$ cat config.mk
export PLATFORM = sky130hd
export DESIGN_NAME = dual_timer_control
export DESIGN_NICKNAME = d
export VERILOG_FILES = /design/src/timer_pkg.sv /design/src/count_clock_if.sv /design/src/dual_timer_control.sv /design/src/count_clock_select.sv
export SDC_FILE = /design/constraint.sdc
export NUM_CORES = 1
export LEC_CHECK = 0
export BUFFER_PORTS_ARGS = -buffer_cell sky130_fd_sc_hd__buf_4
export CORE_UTILIZATION = 60
export DETAILED_ROUTE_END_ITERATION = 16
export GPL_TIMING_DRIVEN = 0
export PLACE_DENSITY = 0.76
export SLEW_MARGIN = 40
export SYNTH_ARGS = -nofsm -noshare
export SYNTH_HDL_FRONTEND = slang
export SYNTH_HIERARCHICAL = 1
export SYNTH_SLANG_ARGS = --single-unit
$ cat constraint.sdc
create_clock -name ref_clk -period 4 [get_ports ref_clk]
set_input_delay 0.8 -clock ref_clk [delete_from_list [all_inputs] [get_ports ref_clk]]
set_output_delay 0.8 -clock ref_clk [all_outputs]
set_load 0.02 [all_outputs]
$ cat src/timer_pkg.sv
// Constants and types shared by the dual 8-bit timer control block
package timer_pkg;
   // Register byte addresses
   localparam logic [7:0] ADDR_A_CTRL = 8'h1A;
   localparam logic [7:0] ADDR_B_CTRL = 8'h1B;
   localparam logic [7:0] ADDR_A_MATCH = 8'h1E;
   localparam logic [7:0] ADDR_B_MATCH = 8'h1F;
   localparam logic [7:0] ADDR_A_PW = 8'h2E;
   localparam logic [7:0] ADDR_B_PW = 8'h2F;
   localparam logic [7:0] ADDR_CFG = 8'h30;
   localparam logic [7:0] ADDR_A_COUNT = 8'h31;
   localparam logic [7:0] ADDR_B_COUNT = 8'h32;
   // Control register field positions
   localparam int MODE_LSB = 0;
   localparam int RUN_BIT = 3;
   localparam int CK_LSB = 4;
   localparam int TFF_BIT = 7;
   localparam int CFG_OPTION_BIT = 0;
   localparam int CFG_SLOW_BIT = 1;
   // Reset values
   localparam logic [7:0] CTRL_RST = 8'h00;
   localparam logic [7:0] VALUE_RST = 8'hFF;
   localparam logic [1:0] CFG_RST = 2'h0;
   localparam logic [7:0] ZERO8 = 8'h00;
   localparam logic [7:0] ONE8 = 8'h01;
   localparam logic [7:0] FULL8 = 8'hFF;
   // Clock select codes
   localparam logic [2:0] CK_DIV11 = 3'h0;
   localparam logic [2:0] CK_DIV7 = 3'h1;
   localparam logic [2:0] CK_DIV5 = 3'h2;
   localparam logic [2:0] CK_DIV3 = 3'h3;
   localparam logic [2:0] CK_LF = 3'h4;
   localparam logic [2:0] CK_DIV1 = 3'h5;
   localparam logic [2:0] CK_HF = 3'h6;
   localparam logic [2:0] CK_RSV = 3'h7;
   // Divider exponents of the high-frequency clock and of the low-frequency tick
   localparam int EXP_11 = 11;
   localparam int EXP_7 = 7;
   localparam int EXP_5 = 5;
   localparam int EXP_3 = 3;
   localparam int LF_EXP = 3;
   // Mode codes of unit A
   localparam logic [2:0] MODE_A_TIMER8 = 3'h0;
   localparam logic [2:0] MODE_A_CASCADE = 3'h3;
   // Mode codes of unit B
   localparam logic [2:0] MODE_B_TIMER8 = 3'h0;
   localparam logic [2:0] MODE_B_DIVOUT = 3'h1;
   localparam logic [2:0] MODE_B_PWM8 = 3'h2;
   localparam logic [2:0] MODE_B_RSV = 3'h3;
   localparam logic [2:0] MODE_B_TIMER16 = 3'h4;
   localparam logic [2:0] MODE_B_WARMUP = 3'h5;
   localparam logic [2:0] MODE_B_PWM16 = 3'h6;
   localparam logic [2:0] MODE_B_PPG16 = 3'h7;
   // Operating state of one counter
   typedef enum logic [1:0] {op_stopped, op_timer8, op_cascade, op_hold} op_t;
endpackage : timer_pkg

$ cat src/count_clock_if.sv
// Count clock request and tick lines between the timer core and the clock selector
`timescale 1ns/10ps
interface count_clock_if;
   logic [1:0][2:0] sel;
   logic option;
   logic slow;
   logic hf_warm_ok;
   logic [1:0] tick;
   modport src (input sel, input option, input slow, input hf_warm_ok, output tick);
   modport sink (output sel, output option, output slow, output hf_warm_ok, input tick);
endinterface : count_clock_if

$ cat src/dual_timer_control.sv
// Control registers and counting core of a pair of cascadable 8-bit timers
// Function
// Clock select picks fast-clock divisions or slow tick; option turns 000 into slow/8.
// Slow modes allow only codes 000 and 100; unit A adds fast clock for warm-up.
// Unit A run bit 0 stops and clears its counter; 1 starts it.
// Unit B run bit behaves the same way for its counter.
// Unit A mode 000 is 8-bit timer, 011 cascade; others are reserved.
// Unit B mode field selects its 8-bit or 16-bit operating mode.
// Software holds unit A mode at 011 for cascaded operation.
// Cascade uses unit A clock select, unit B run and flip-flop bits.
// Software leaves match registers alone while the unit counts.
// Pulse-width registers change while counting only in PWM modes.
// Unit A mode, clock and flip-flop stay unchanged while running.
// A stopping write keeps mode and clock; a starting write may change them.
// In 8-bit timer mode a match raises the request and restarts from zero.
// Registers read back as written; unit A control top bit reads zero. The code stores only bits 1:0 of the config register; its other bits read zero.
`timescale 1ns/10ps
module dual_timer_control (
   // Clock and reset
   input wire logic ref_clk,
   input wire logic reset,
   // Register port
   input wire logic [7:0] reg_addr,
   input wire logic [7:0] reg_wdata,
   input wire logic reg_write,
   input wire logic reg_read,
   output logic [7:0] reg_rdata,
   // Low-frequency clock tick
   input wire logic low_freq_tick,
   // Timer outputs
   output logic [1:0] counter_match_irq,
   output logic counter_b_output_flipflop
);
   ////////////////////////////////////////////////////////////////////////////
   // Registers
   logic [6:0] counter_a_control;
   logic [7:0] counter_b_control;
   logic [7:0] counter_a_match_value;
   logic [7:0] counter_b_match_value;
   logic [7:0] counter_a_pulse_width_value;
   logic [7:0] counter_b_pulse_width_value;
   logic [1:0] timer_config;
   logic [7:0] count_a;
   logic [7:0] count_b;

   // Field views
   logic [2:0] counter_a_clock_select;
   logic [2:0] counter_b_clock_select;
   logic [2:0] counter_a_mode_select;
   logic [2:0] counter_b_mode_select;
   logic counter_a_run;
   logic counter_b_run;

   assign counter_a_clock_select = counter_a_control[timer_pkg::CK_LSB +: 3];
   assign counter_b_clock_select = counter_b_control[timer_pkg::CK_LSB +: 3];
   assign counter_a_mode_select = counter_a_control[timer_pkg::MODE_LSB +: 3];
   assign counter_b_mode_select = counter_b_control[timer_pkg::MODE_LSB +: 3];
   assign counter_a_run = counter_a_control[timer_pkg::RUN_BIT];
   assign counter_b_run = counter_b_control[timer_pkg::RUN_BIT];
   assign counter_b_output_flipflop = counter_b_control[timer_pkg::TFF_BIT];

   // Register writes; top bit of unit A control is not stored
   always_ff @(posedge ref_clk or posedge reset) begin
      if (reset) begin
         counter_a_control <= timer_pkg::CTRL_RST[6:0];
         counter_b_control <= timer_pkg::CTRL_RST;
         counter_a_match_value <= timer_pkg::VALUE_RST;
         counter_b_match_value <= timer_pkg::VALUE_RST;
         counter_a_pulse_width_value <= timer_pkg::VALUE_RST;
         counter_b_pulse_width_value <= timer_pkg::VALUE_RST;
         timer_config <= timer_pkg::CFG_RST;
      end else if (reg_write) begin
         unique case (reg_addr)
            timer_pkg::ADDR_A_CTRL: counter_a_control <= reg_wdata[6:0];
            timer_pkg::ADDR_B_CTRL: counter_b_control <= reg_wdata;
            timer_pkg::ADDR_A_MATCH: counter_a_match_value <= reg_wdata;
            timer_pkg::ADDR_B_MATCH: counter_b_match_value <= reg_wdata;
            timer_pkg::ADDR_A_PW: counter_a_pulse_width_value <= reg_wdata;
            timer_pkg::ADDR_B_PW: counter_b_pulse_width_value <= reg_wdata;
            timer_pkg::ADDR_CFG: timer_config <= reg_wdata[1:0];
            default: ;
         endcase
      end
   end

   // Read data, one cycle after the read strobe
   always_ff @(posedge ref_clk or posedge reset) begin
      if (reset) begin
         reg_rdata <= timer_pkg::ZERO8;
      end else if (reg_read) begin
         unique case (reg_addr)
            timer_pkg::ADDR_A_CTRL: reg_rdata <= {1'b0, counter_a_control};
            timer_pkg::ADDR_B_CTRL: reg_rdata <= counter_b_control;
            timer_pkg::ADDR_A_MATCH: reg_rdata <= counter_a_match_value;
            timer_pkg::ADDR_B_MATCH: reg_rdata <= counter_b_match_value;
            timer_pkg::ADDR_A_PW: reg_rdata <= counter_a_pulse_width_value;
            timer_pkg::ADDR_B_PW: reg_rdata <= counter_b_pulse_width_value;
            timer_pkg::ADDR_CFG: reg_rdata <= {6'h00, timer_config};
            timer_pkg::ADDR_A_COUNT: reg_rdata <= count_a;
            timer_pkg::ADDR_B_COUNT: reg_rdata <= count_b;
            default: reg_rdata <= timer_pkg::ZERO8;
         endcase
      end else begin
         reg_rdata <= timer_pkg::ZERO8;
      end
   end

   ////////////////////////////////////////////////////////////////////////////
   // Count clock selection
   count_clock_if cc ();
   logic cascade;
   logic warmup;

   // Cascade is entered only through unit A mode 011
   assign cascade = counter_a_mode_select == timer_pkg::MODE_A_CASCADE;
   assign warmup = counter_b_mode_select == timer_pkg::MODE_B_WARMUP;
   // In cascade, unit A clock select drives the combined counter
   assign cc.sel[0] = counter_a_clock_select;
   assign cc.sel[1] = counter_b_clock_select;
   assign cc.option = timer_config[timer_pkg::CFG_OPTION_BIT];
   assign cc.slow = timer_config[timer_pkg::CFG_SLOW_BIT];
   assign cc.hf_warm_ok = cascade & warmup;

   count_clock_select u_clock_select (
      .ref_clk(ref_clk),
      .reset(reset),
      .low_freq_tick(low_freq_tick),
      .cc(cc)
   );

   // Per-unit ticks from the selector
   logic tick_a;
   logic tick_b;
   assign tick_a = cc.tick[0];
   assign tick_b = cc.tick[1];

   ////////////////////////////////////////////////////////////////////////////
   // Operating state of each unit
   timer_pkg::op_t op_a;
   timer_pkg::op_t op_b;

   // Unit A: 8-bit timer, cascade lower byte, or reserved hold
   always_comb begin
      if (cascade) begin
         op_a = timer_pkg::op_cascade;
      end else if (!counter_a_run) begin
         op_a = timer_pkg::op_stopped;
      end else if (counter_a_mode_select == timer_pkg::MODE_A_TIMER8) begin
         op_a = timer_pkg::op_timer8;
      end else begin
         op_a = timer_pkg::op_hold;
      end
   end

   // Unit B: 16-bit timer and warm-up cascade, 8-bit timer, others hold
   always_comb begin
      if (!counter_b_run) begin
         op_b = timer_pkg::op_stopped;
      end else if (cascade && (counter_b_mode_select == timer_pkg::MODE_B_TIMER16
                               || warmup)) begin
         op_b = timer_pkg::op_cascade;
      end else if (!cascade && counter_b_mode_select == timer_pkg::MODE_B_TIMER8) begin
         op_b = timer_pkg::op_timer8;
      end else begin
         op_b = timer_pkg::op_hold;
      end
   end

   ////////////////////////////////////////////////////////////////////////////
   // Match detection
   logic hit_a;
   logic hit_b;
   logic hit16;
   assign hit_a = count_a == counter_a_match_value;
   assign hit_b = count_b == counter_b_match_value;
   // Warm-up compares the upper byte only
   assign hit16 = warmup ? hit_b : (hit_b & hit_a);

   // Unit A counter, lower byte in cascade
   always_ff @(posedge ref_clk or posedge reset) begin
      if (reset) begin
         count_a <= timer_pkg::ZERO8;
      end else begin
         unique case (op_a)
            timer_pkg::op_stopped: count_a <= timer_pkg::ZERO8;
            timer_pkg::op_timer8: begin
               if (tick_a) begin
                  count_a <= hit_a ? timer_pkg::ZERO8 : count_a + timer_pkg::ONE8;
               end
            end
            timer_pkg::op_cascade: begin
               if (!counter_b_run) begin
                  count_a <= timer_pkg::ZERO8;
               end else if (op_b == timer_pkg::op_cascade && tick_a) begin
                  count_a <= hit16 ? timer_pkg::ZERO8 : count_a + timer_pkg::ONE8;
               end
            end
            timer_pkg::op_hold: count_a <= count_a;
         endcase
      end
   end

   // Unit B counter, upper byte in cascade
   always_ff @(posedge ref_clk or posedge reset) begin
      if (reset) begin
         count_b <= timer_pkg::ZERO8;
      end else begin
         unique case (op_b)
            timer_pkg::op_stopped: count_b <= timer_pkg::ZERO8;
            timer_pkg::op_timer8: begin
               if (tick_b) begin
                  count_b <= hit_b ? timer_pkg::ZERO8 : count_b + timer_pkg::ONE8;
               end
            end
            timer_pkg::op_cascade: begin
               if (tick_a && hit16) begin
                  count_b <= timer_pkg::ZERO8;
               end else if (tick_a && count_a == timer_pkg::FULL8) begin
                  count_b <= count_b + timer_pkg::ONE8;
               end
            end
            timer_pkg::op_hold: count_b <= count_b;
         endcase
      end
   end

   // Match interrupt requests, one-cycle pulses
   always_ff @(posedge ref_clk or posedge reset) begin
      if (reset) begin
         counter_match_irq <= 2'h0;
      end else begin
         counter_match_irq[0] <= op_a == timer_pkg::op_timer8 && tick_a && hit_a;
         counter_match_irq[1] <= (op_b == timer_pkg::op_timer8 && tick_b && hit_b)
                                 || (op_b == timer_pkg::op_cascade && tick_a && hit16);
      end
   end
endmodule : dual_timer_control

$ cat src/count_clock_select.sv
// Prescaler and per-unit count clock selection
`timescale 1ns/10ps
module count_clock_select (
   // Clock and reset
   input wire logic ref_clk,
   input wire logic reset,
   // Low-frequency clock tick
   input wire logic low_freq_tick,
   // Tick lines to the core
   count_clock_if.src cc
);
   logic [timer_pkg::EXP_11-1:0] hf_div;
   logic [timer_pkg::LF_EXP-1:0] lf_div;
   logic lf_div8;

   // Free-running dividers of both oscillators
   always_ff @(posedge ref_clk or posedge reset) begin
      if (reset) begin
         hf_div <= '0;
      end else begin
         hf_div <= hf_div + 1'b1;
      end
   end

   always_ff @(posedge ref_clk or posedge reset) begin
      if (reset) begin
         lf_div <= '0;
      end else if (low_freq_tick) begin
         lf_div <= lf_div + 1'b1;
      end
   end

   assign lf_div8 = low_freq_tick & (&lf_div);

   // One selector per unit; slow modes gate illegal codes
   for (genvar g = 0; g < 2; g++) begin : g_unit
      logic raw;
      logic ok;
      always_comb begin
         raw = 1'b0;
         unique case (cc.sel[g])
            timer_pkg::CK_DIV11: raw = (cc.option | cc.slow) ? lf_div8
                                  : &hf_div[timer_pkg::EXP_11-1:0];
            timer_pkg::CK_DIV7: raw = &hf_div[timer_pkg::EXP_7-1:0];
            timer_pkg::CK_DIV5: raw = &hf_div[timer_pkg::EXP_5-1:0];
            timer_pkg::CK_DIV3: raw = &hf_div[timer_pkg::EXP_3-1:0];
            timer_pkg::CK_LF: raw = low_freq_tick;
            timer_pkg::CK_DIV1: raw = hf_div[0];
            timer_pkg::CK_HF: raw = 1'b1;
            timer_pkg::CK_RSV: raw = 1'b0;
         endcase
         ok = !cc.slow || cc.sel[g] == timer_pkg::CK_DIV11
              || cc.sel[g] == timer_pkg::CK_LF
              || (g == 0 && cc.sel[g] == timer_pkg::CK_HF && cc.hf_warm_ok);
      end
      assign cc.tick[g] = raw & ok;

   end
endmodule : count_clock_select

Word level (Yosys, flattened, before mapping):

Index checks and enable logic that the tools add are counted.

* flip-flop bits (word level): 89
* input port bits: 21
* word-level logic and storage cells: 127

* $add $sub $neg: 4
* eq/ne operators: 39
* muxes and demuxes: 23
* bitwise gates (word level): 8
* reduce and logical (&&, ||, !) cells: 40

Operator list (count)
* $mux 8: 10
* $pmux 8 s9: 1
* $pmux 8 s3: 2
* $eq 8x6->1 const B: 5
* $eq 8x5->1 const B: 4
* $eq 3x3->1 const B: 10
* $add 8x1->8 const B: 2
* $eq 8x8->1: 2
* $pmux 1 s8: 2
* $eq 3x2->1 const B: 5
* $reduce_and 2->1: 7
* $logic_not 3->1: 4
* $mux 2: 6
* $reduce_and 3->1: 4
* $add 11x1->11 const B: 1
* $logic_and 1x1->1: 11
* $reduce_and 11->1: 1
* $eq 2x2->1 const B: 4
* $eq 8x8->1 const B: 1
* $logic_or 1x1->1: 7
* $reduce_and 7->1: 1
* $eq 3x1->1 const B: 2
* $and 1x1->1: 5
* $reduce_and 5->1: 1
* 10 further kinds: 16

Longest topological paths before layout:

* depth after elaboration: 11
* gate-level depth with buffers: 13
* gate-level depth less buffers: 13

Hierarchy:

Netlist, hierarchy kept.

By module, submodules not included
* dual_timer_control: instances 1, cells an instance 359, area an instance 4075.2 µm²
* count_clock_select: instances 1, cells an instance 74, area an instance 793.3 µm²

Worst setup path after synthesis:

No wires, ideal clock.

* kind: register to register
* from: reg u_clock_select/hf_div[0] in the netlist's numbering
* to: reg count_b[6]
* library setup time: 0.126 ns
* arrival time: 2.633 ns
* data required time: 3.874 ns
* setup slack: 1.241 ns
* stages on the path, launching flop included: 13
* path buffers: 0
* period minus slack after synthesis: 2.759 ns
* cell sequence: dfrtp_1 > ha_1 > and3_2 > ha_1 > nor2b_1 > o31ai_1 > a32oi_1 > a221oi_2 > nand3_1 > or4_4 > a21oi_2 > a21oi_2 > a221o_1

* longest elaborated chain between the ends: 7

RTL lines
* start: declaration: RTL line count_clock_select.sv:12 `logic [timer_pkg::EXP_11-1:0] hf_div;`
* start signal: assignment: RTL line count_clock_select.sv:21 `hf_div <= hf_div + 1'b1;`
* $reduce_and 11->1: RTL line count_clock_select.sv:43 `: &hf_div[timer_pkg::EXP_11-1:0];`
* $mux 1: RTL line count_clock_select.sv:42 `timer_pkg::CK_DIV11: raw = (cc.option | cc.slow) ? lf_div8`
* $pmux 1 s8 (*): RTL line count_clock_select.sv:41 `unique case (cc.sel[g])`
* $and 1x1->1 (*): RTL line count_clock_select.sv:56 `assign cc.tick[g] = raw & ok;`
* net cc.tick[0]: RTL line count_clock_if.sv:8 `logic [1:0] tick;`
* $logic_and 1x1->1, on equally long branches: RTL line dual_timer_control.sv:216, dual_timer_control.sv:218
* $ne 3x1->1 (no source line) / $mux 8 (equally long branches)
* $reduce_and 3->1 (no source line) / $pmux 8 s3 (equally long branches)
* end signal: assignment: RTL line dual_timer_control.sv:217 `count_b <= timer_pkg::ZERO8;`
* end signal: assignment: RTL line dual_timer_control.sv:219 `count_b <= count_b + timer_pkg::ONE8;`
* end signal: assignment: RTL line dual_timer_control.sv:222 `timer_pkg::op_hold: count_b <= count_b;`
* end: declaration: RTL line dual_timer_control.sv:44 `logic [7:0] count_b;`

The timed path passes the listed nets; every way through them passes the cells marked *.
A chain may end at the register's enable or synchronous reset.

Worst setup path in the final report:

* from: reg u_clock_select/hf_div[0] in the netlist's numbering
* to: reg count_b[7]

The elaborated chain is that of the path after synthesis.

==> results.ini <==
[grt]
grt_pass1_wl_um = 18600
grt_usage_pct = 28.9
grt_pass1_vias = 3563
grt_max_degree = 50
antenna_found_initial = 0
grt_overflow_total = 0

[synth]
netlist.area_leader.share_pct = 29.3
yosys_warnings = 6
synth_cell_types = 59
synth_compound_area_share_pct = 15.1
synth_area_per_cell_um2 = 11.2
synth_commonest_cells = dfrtp_1, dfstp_2, mux2_2, nand2_1, mux2_1
synth_cells = 433
synth-seq-area-share_pct = 46.6
synth_top_area_cell = dfrtp_1
synth_area_um2 = 4870
synth_top_family_by_area = compound AO/OA/AOI/OAI gates
ys_ff_latch = 89
synth.area.mux_share_pct = 12.9
async_reset_ff_share_pct = 100
synth-simple-area-share_pct = 15.0
synth.most_common_cell = dfrtp_1
ys.flop_type = dfrtp_1
synth_xor_xnor_area_share_pct = 4.47
synth_edf_count = 0
syn-num-nets = 467
synthAdderAreaFrac_pct = 3.34
synth_area_leaders = dfrtp_1, dfstp_2, mux2_2

[floorplan]
rows = 32
initial_utilization_pct = 62.7
ios = 32
coreArea_um2 = 7770
dieHeight_um = 92.1
die-area_um2 = 8480
die_x_um = 92.1

[layout]
areaGrowthSynthToFinish_pct = 11.9
num_antenna_cells = 0
drive_gt1_share_pct = 29.9
fin_nets = 507
stdcell_count = 580
final_core_util_pct = 70.2
fin_area_um2 = 5450

[worst_setup_path]
critPathKind = reg -> reg
crit_slowest_cell = or4_4
rr_worst_depth = 13
cp.arrival_ns = 3.41
regToRegStartpoint = u_clock_select/hf_div[0]
slowest_delay_ns = 0.43
crit_required_ns = 4.25
crit_path_start = u_clock_select/hf_div[0]
end_kind = flip-flop
reg2reg_setup_slack_ns = 0.84
crit_fanout = 9
r2r_end = count_b[7]
crit_path_start_kind = flip-flop
path_cells = ha_1 -> and3_2 -> ha_1 -> nor2b_1 -> o31ai_1 -> a32oi_1 -> a221oi_2 -> nand3_1 -> or4_4 -> a21oi_2 -> a21oi_2 -> o21bai_1 -> a22o_1

[cts]
clk_latency_ns = 0.37
clock_path_buffers = 2
root_buffer = clkbuf_8
cts-resized-gates = 0
clkTransAtPathRegs_ns = 0.09
cts_setup_buffers = 0
cts_buffers = 9
cts.sinks = 89
h-tree-depth = 3
ctsHoldBuffers = 0
cts_tree = built

[drt]
highest_layer = met4
via_per_inst = 6.27
dr.first_iter.drc_count = 241
routed-via-count = 3638
wirelength_met1_um = 4920
drc = 0
dr_wl_met3_um = 623
met2_length_um = 5370
ant_nets = 0
firstDrtPassIters = 6
routed_wirelength_um = 11100
avgRoutedWirePerCell_um = 19.1

[sta]
fin_skew_ns = 0.0168
rsz0062_at_grt = no
finalWorstSetupSlack_ns = 0.837
maxSlewViolCount = 0
hold_viol_final = 0
finalSetupViolations = 0
fin_crit_ns = 3.16
min_period_over_period_pct = 79.1
timing.fmax_mhz = 316
tightestPinTransition_ns = 0.757
max_slew_margin_pct = 49.2
holdWs_ns = 0.382
setup_tns_ns = 0

[placement]
pre_cts_ws_ns = 0.857
dp_cells = 564
hpwl_um = 8220
gp_congestion = 0.854
place_area_um2 = 5240
port_buffers = 28

[power]
irDropWorstVdd_mv = 0.192
p_total_mw = 1.84
p_leak_nw = 2.36
power.density_nw_per_um2 = 338

[worst_hold_path]
holdCritPathClass = in -> async

[run_status]
status = completed

[job]
drv_cap = 0

[power by group]
group	leakage [nW]	total (mW)	switching, mW	internal [mW]
Clock	0.104	0.659	0.345	0.314
Combinational	1.15	0.194	0.107	0.0866
Sequential	1.10	0.988	0.0364	0.952
[cells by family (layout without fill, tap and decap cells)]
group / after synthesis / count (layout)
and+or+nand+nor: 121 / 121
AOI/OAI and AO/OA: 102 / 102
DFF: 89 / 89
muxes: 56 / 56
buffers and inverters: 28 / 73
xor gates and xnor gates: 24 / 24
adders and majority gates: 13 / 13
[worst max-delay path: cells and delay by family, from the launching register on]
| family | cells | cell delay (ns) |
|---|---|---|
| AOI/OAI and AO/OA | 7 | 1.36 |
| adders and majority gates | 2 | 0.44 |
| DFF | 1 | 0.42 |
| and+or+nand+nor | 4 | 0.82 |
[worst max-delay path by stage]
| stage | cells past startpoint | slack [ns] | endpoint |
|---|---|---|---|
| 2_1_floorplan | 12 | 1.24 | count_b[6] |
| 3_3_place_gp | 2 | 0.47 | counter_b_control[7] |
| 3_5_place_dp | 13 | 0.86 | count_b[7] |
| 4_1_cts | 13 | 0.85 | count_b[7] |
| 5_1_grt | 13 | 0.63 | count_b[4] |
| 6_report | 13 | 0.84 | count_b[7] |
[placed cells by master (no fill, tap or decap), types with 3 or more instances in the layout]
cell	netlist	routed
buf_2	6	6
buf_4	2	30
nand2_1	30	30
a21oi_2	3	3
nand2b_1	6	6
o22ai_1	6	6
o21ai_0	13	13
nor2_4	4	4
xnor2_1	20	20
a221oi_1	8	8
a221o_1	3	3
nand4_1	3	3
a21oi_1	16	16
nand3_1	13	13
nor2b_1	7	7
inv_1	16	15
mux2i_1	3	3
ha_1	13	13
mux2_2	30	30
a211oi_1	3	3
dfrtp_1	57	57
nand3b_1	3	3
xor2_1	3	3
mux2_1	23	23
o21bai_1	4	4
dfstp_2	32	32
nor2_1	22	22
and3_1	3	3
inv_6	0	4
nor3_1	11	11
a21o_1	4	4
nand4_2	5	5
a22oi_1	17	17
a22o_1	10	10
o21ai_1	3	3
clkbuf_8	0	10
[cell type report]
type | instances | area [µm²]
Tap cell | 102 | 128
Fill cell | 588 | 2320
Inverter | 16 | 65.1
Clock buffer | 10 | 138
Sequential cell | 89 | 2270
Clock inverter | 6 | 72.6
Timing Repair Buffer | 29 | 238
Multi-Input combinational cell | 316 | 2470
Buffer | 12 | 68.8
[registers in the layout, summed over array words and instances, names as in the netlist, 8 cells and up]
signal                       flops
reg_rdata                        8
u_clock_select/hf_div           11
counter_b_control                8
counter_a_match_value            8
counter_a_pulse_width_value      8
count_a                          8
count_b                          8
counter_b_pulse_width_value      8
counter_b_match_value            8
[metal layers]
layer | GRT usage (%) | vias to the layer above
met2 | 46.7 | 127
met4 | 8.20 | 0
met5 | 0 | -
met3 | 5.97 | 25
met1 | 39.4 | 1801
li1 | - | 1685
(Power assumes the default switching activity.)
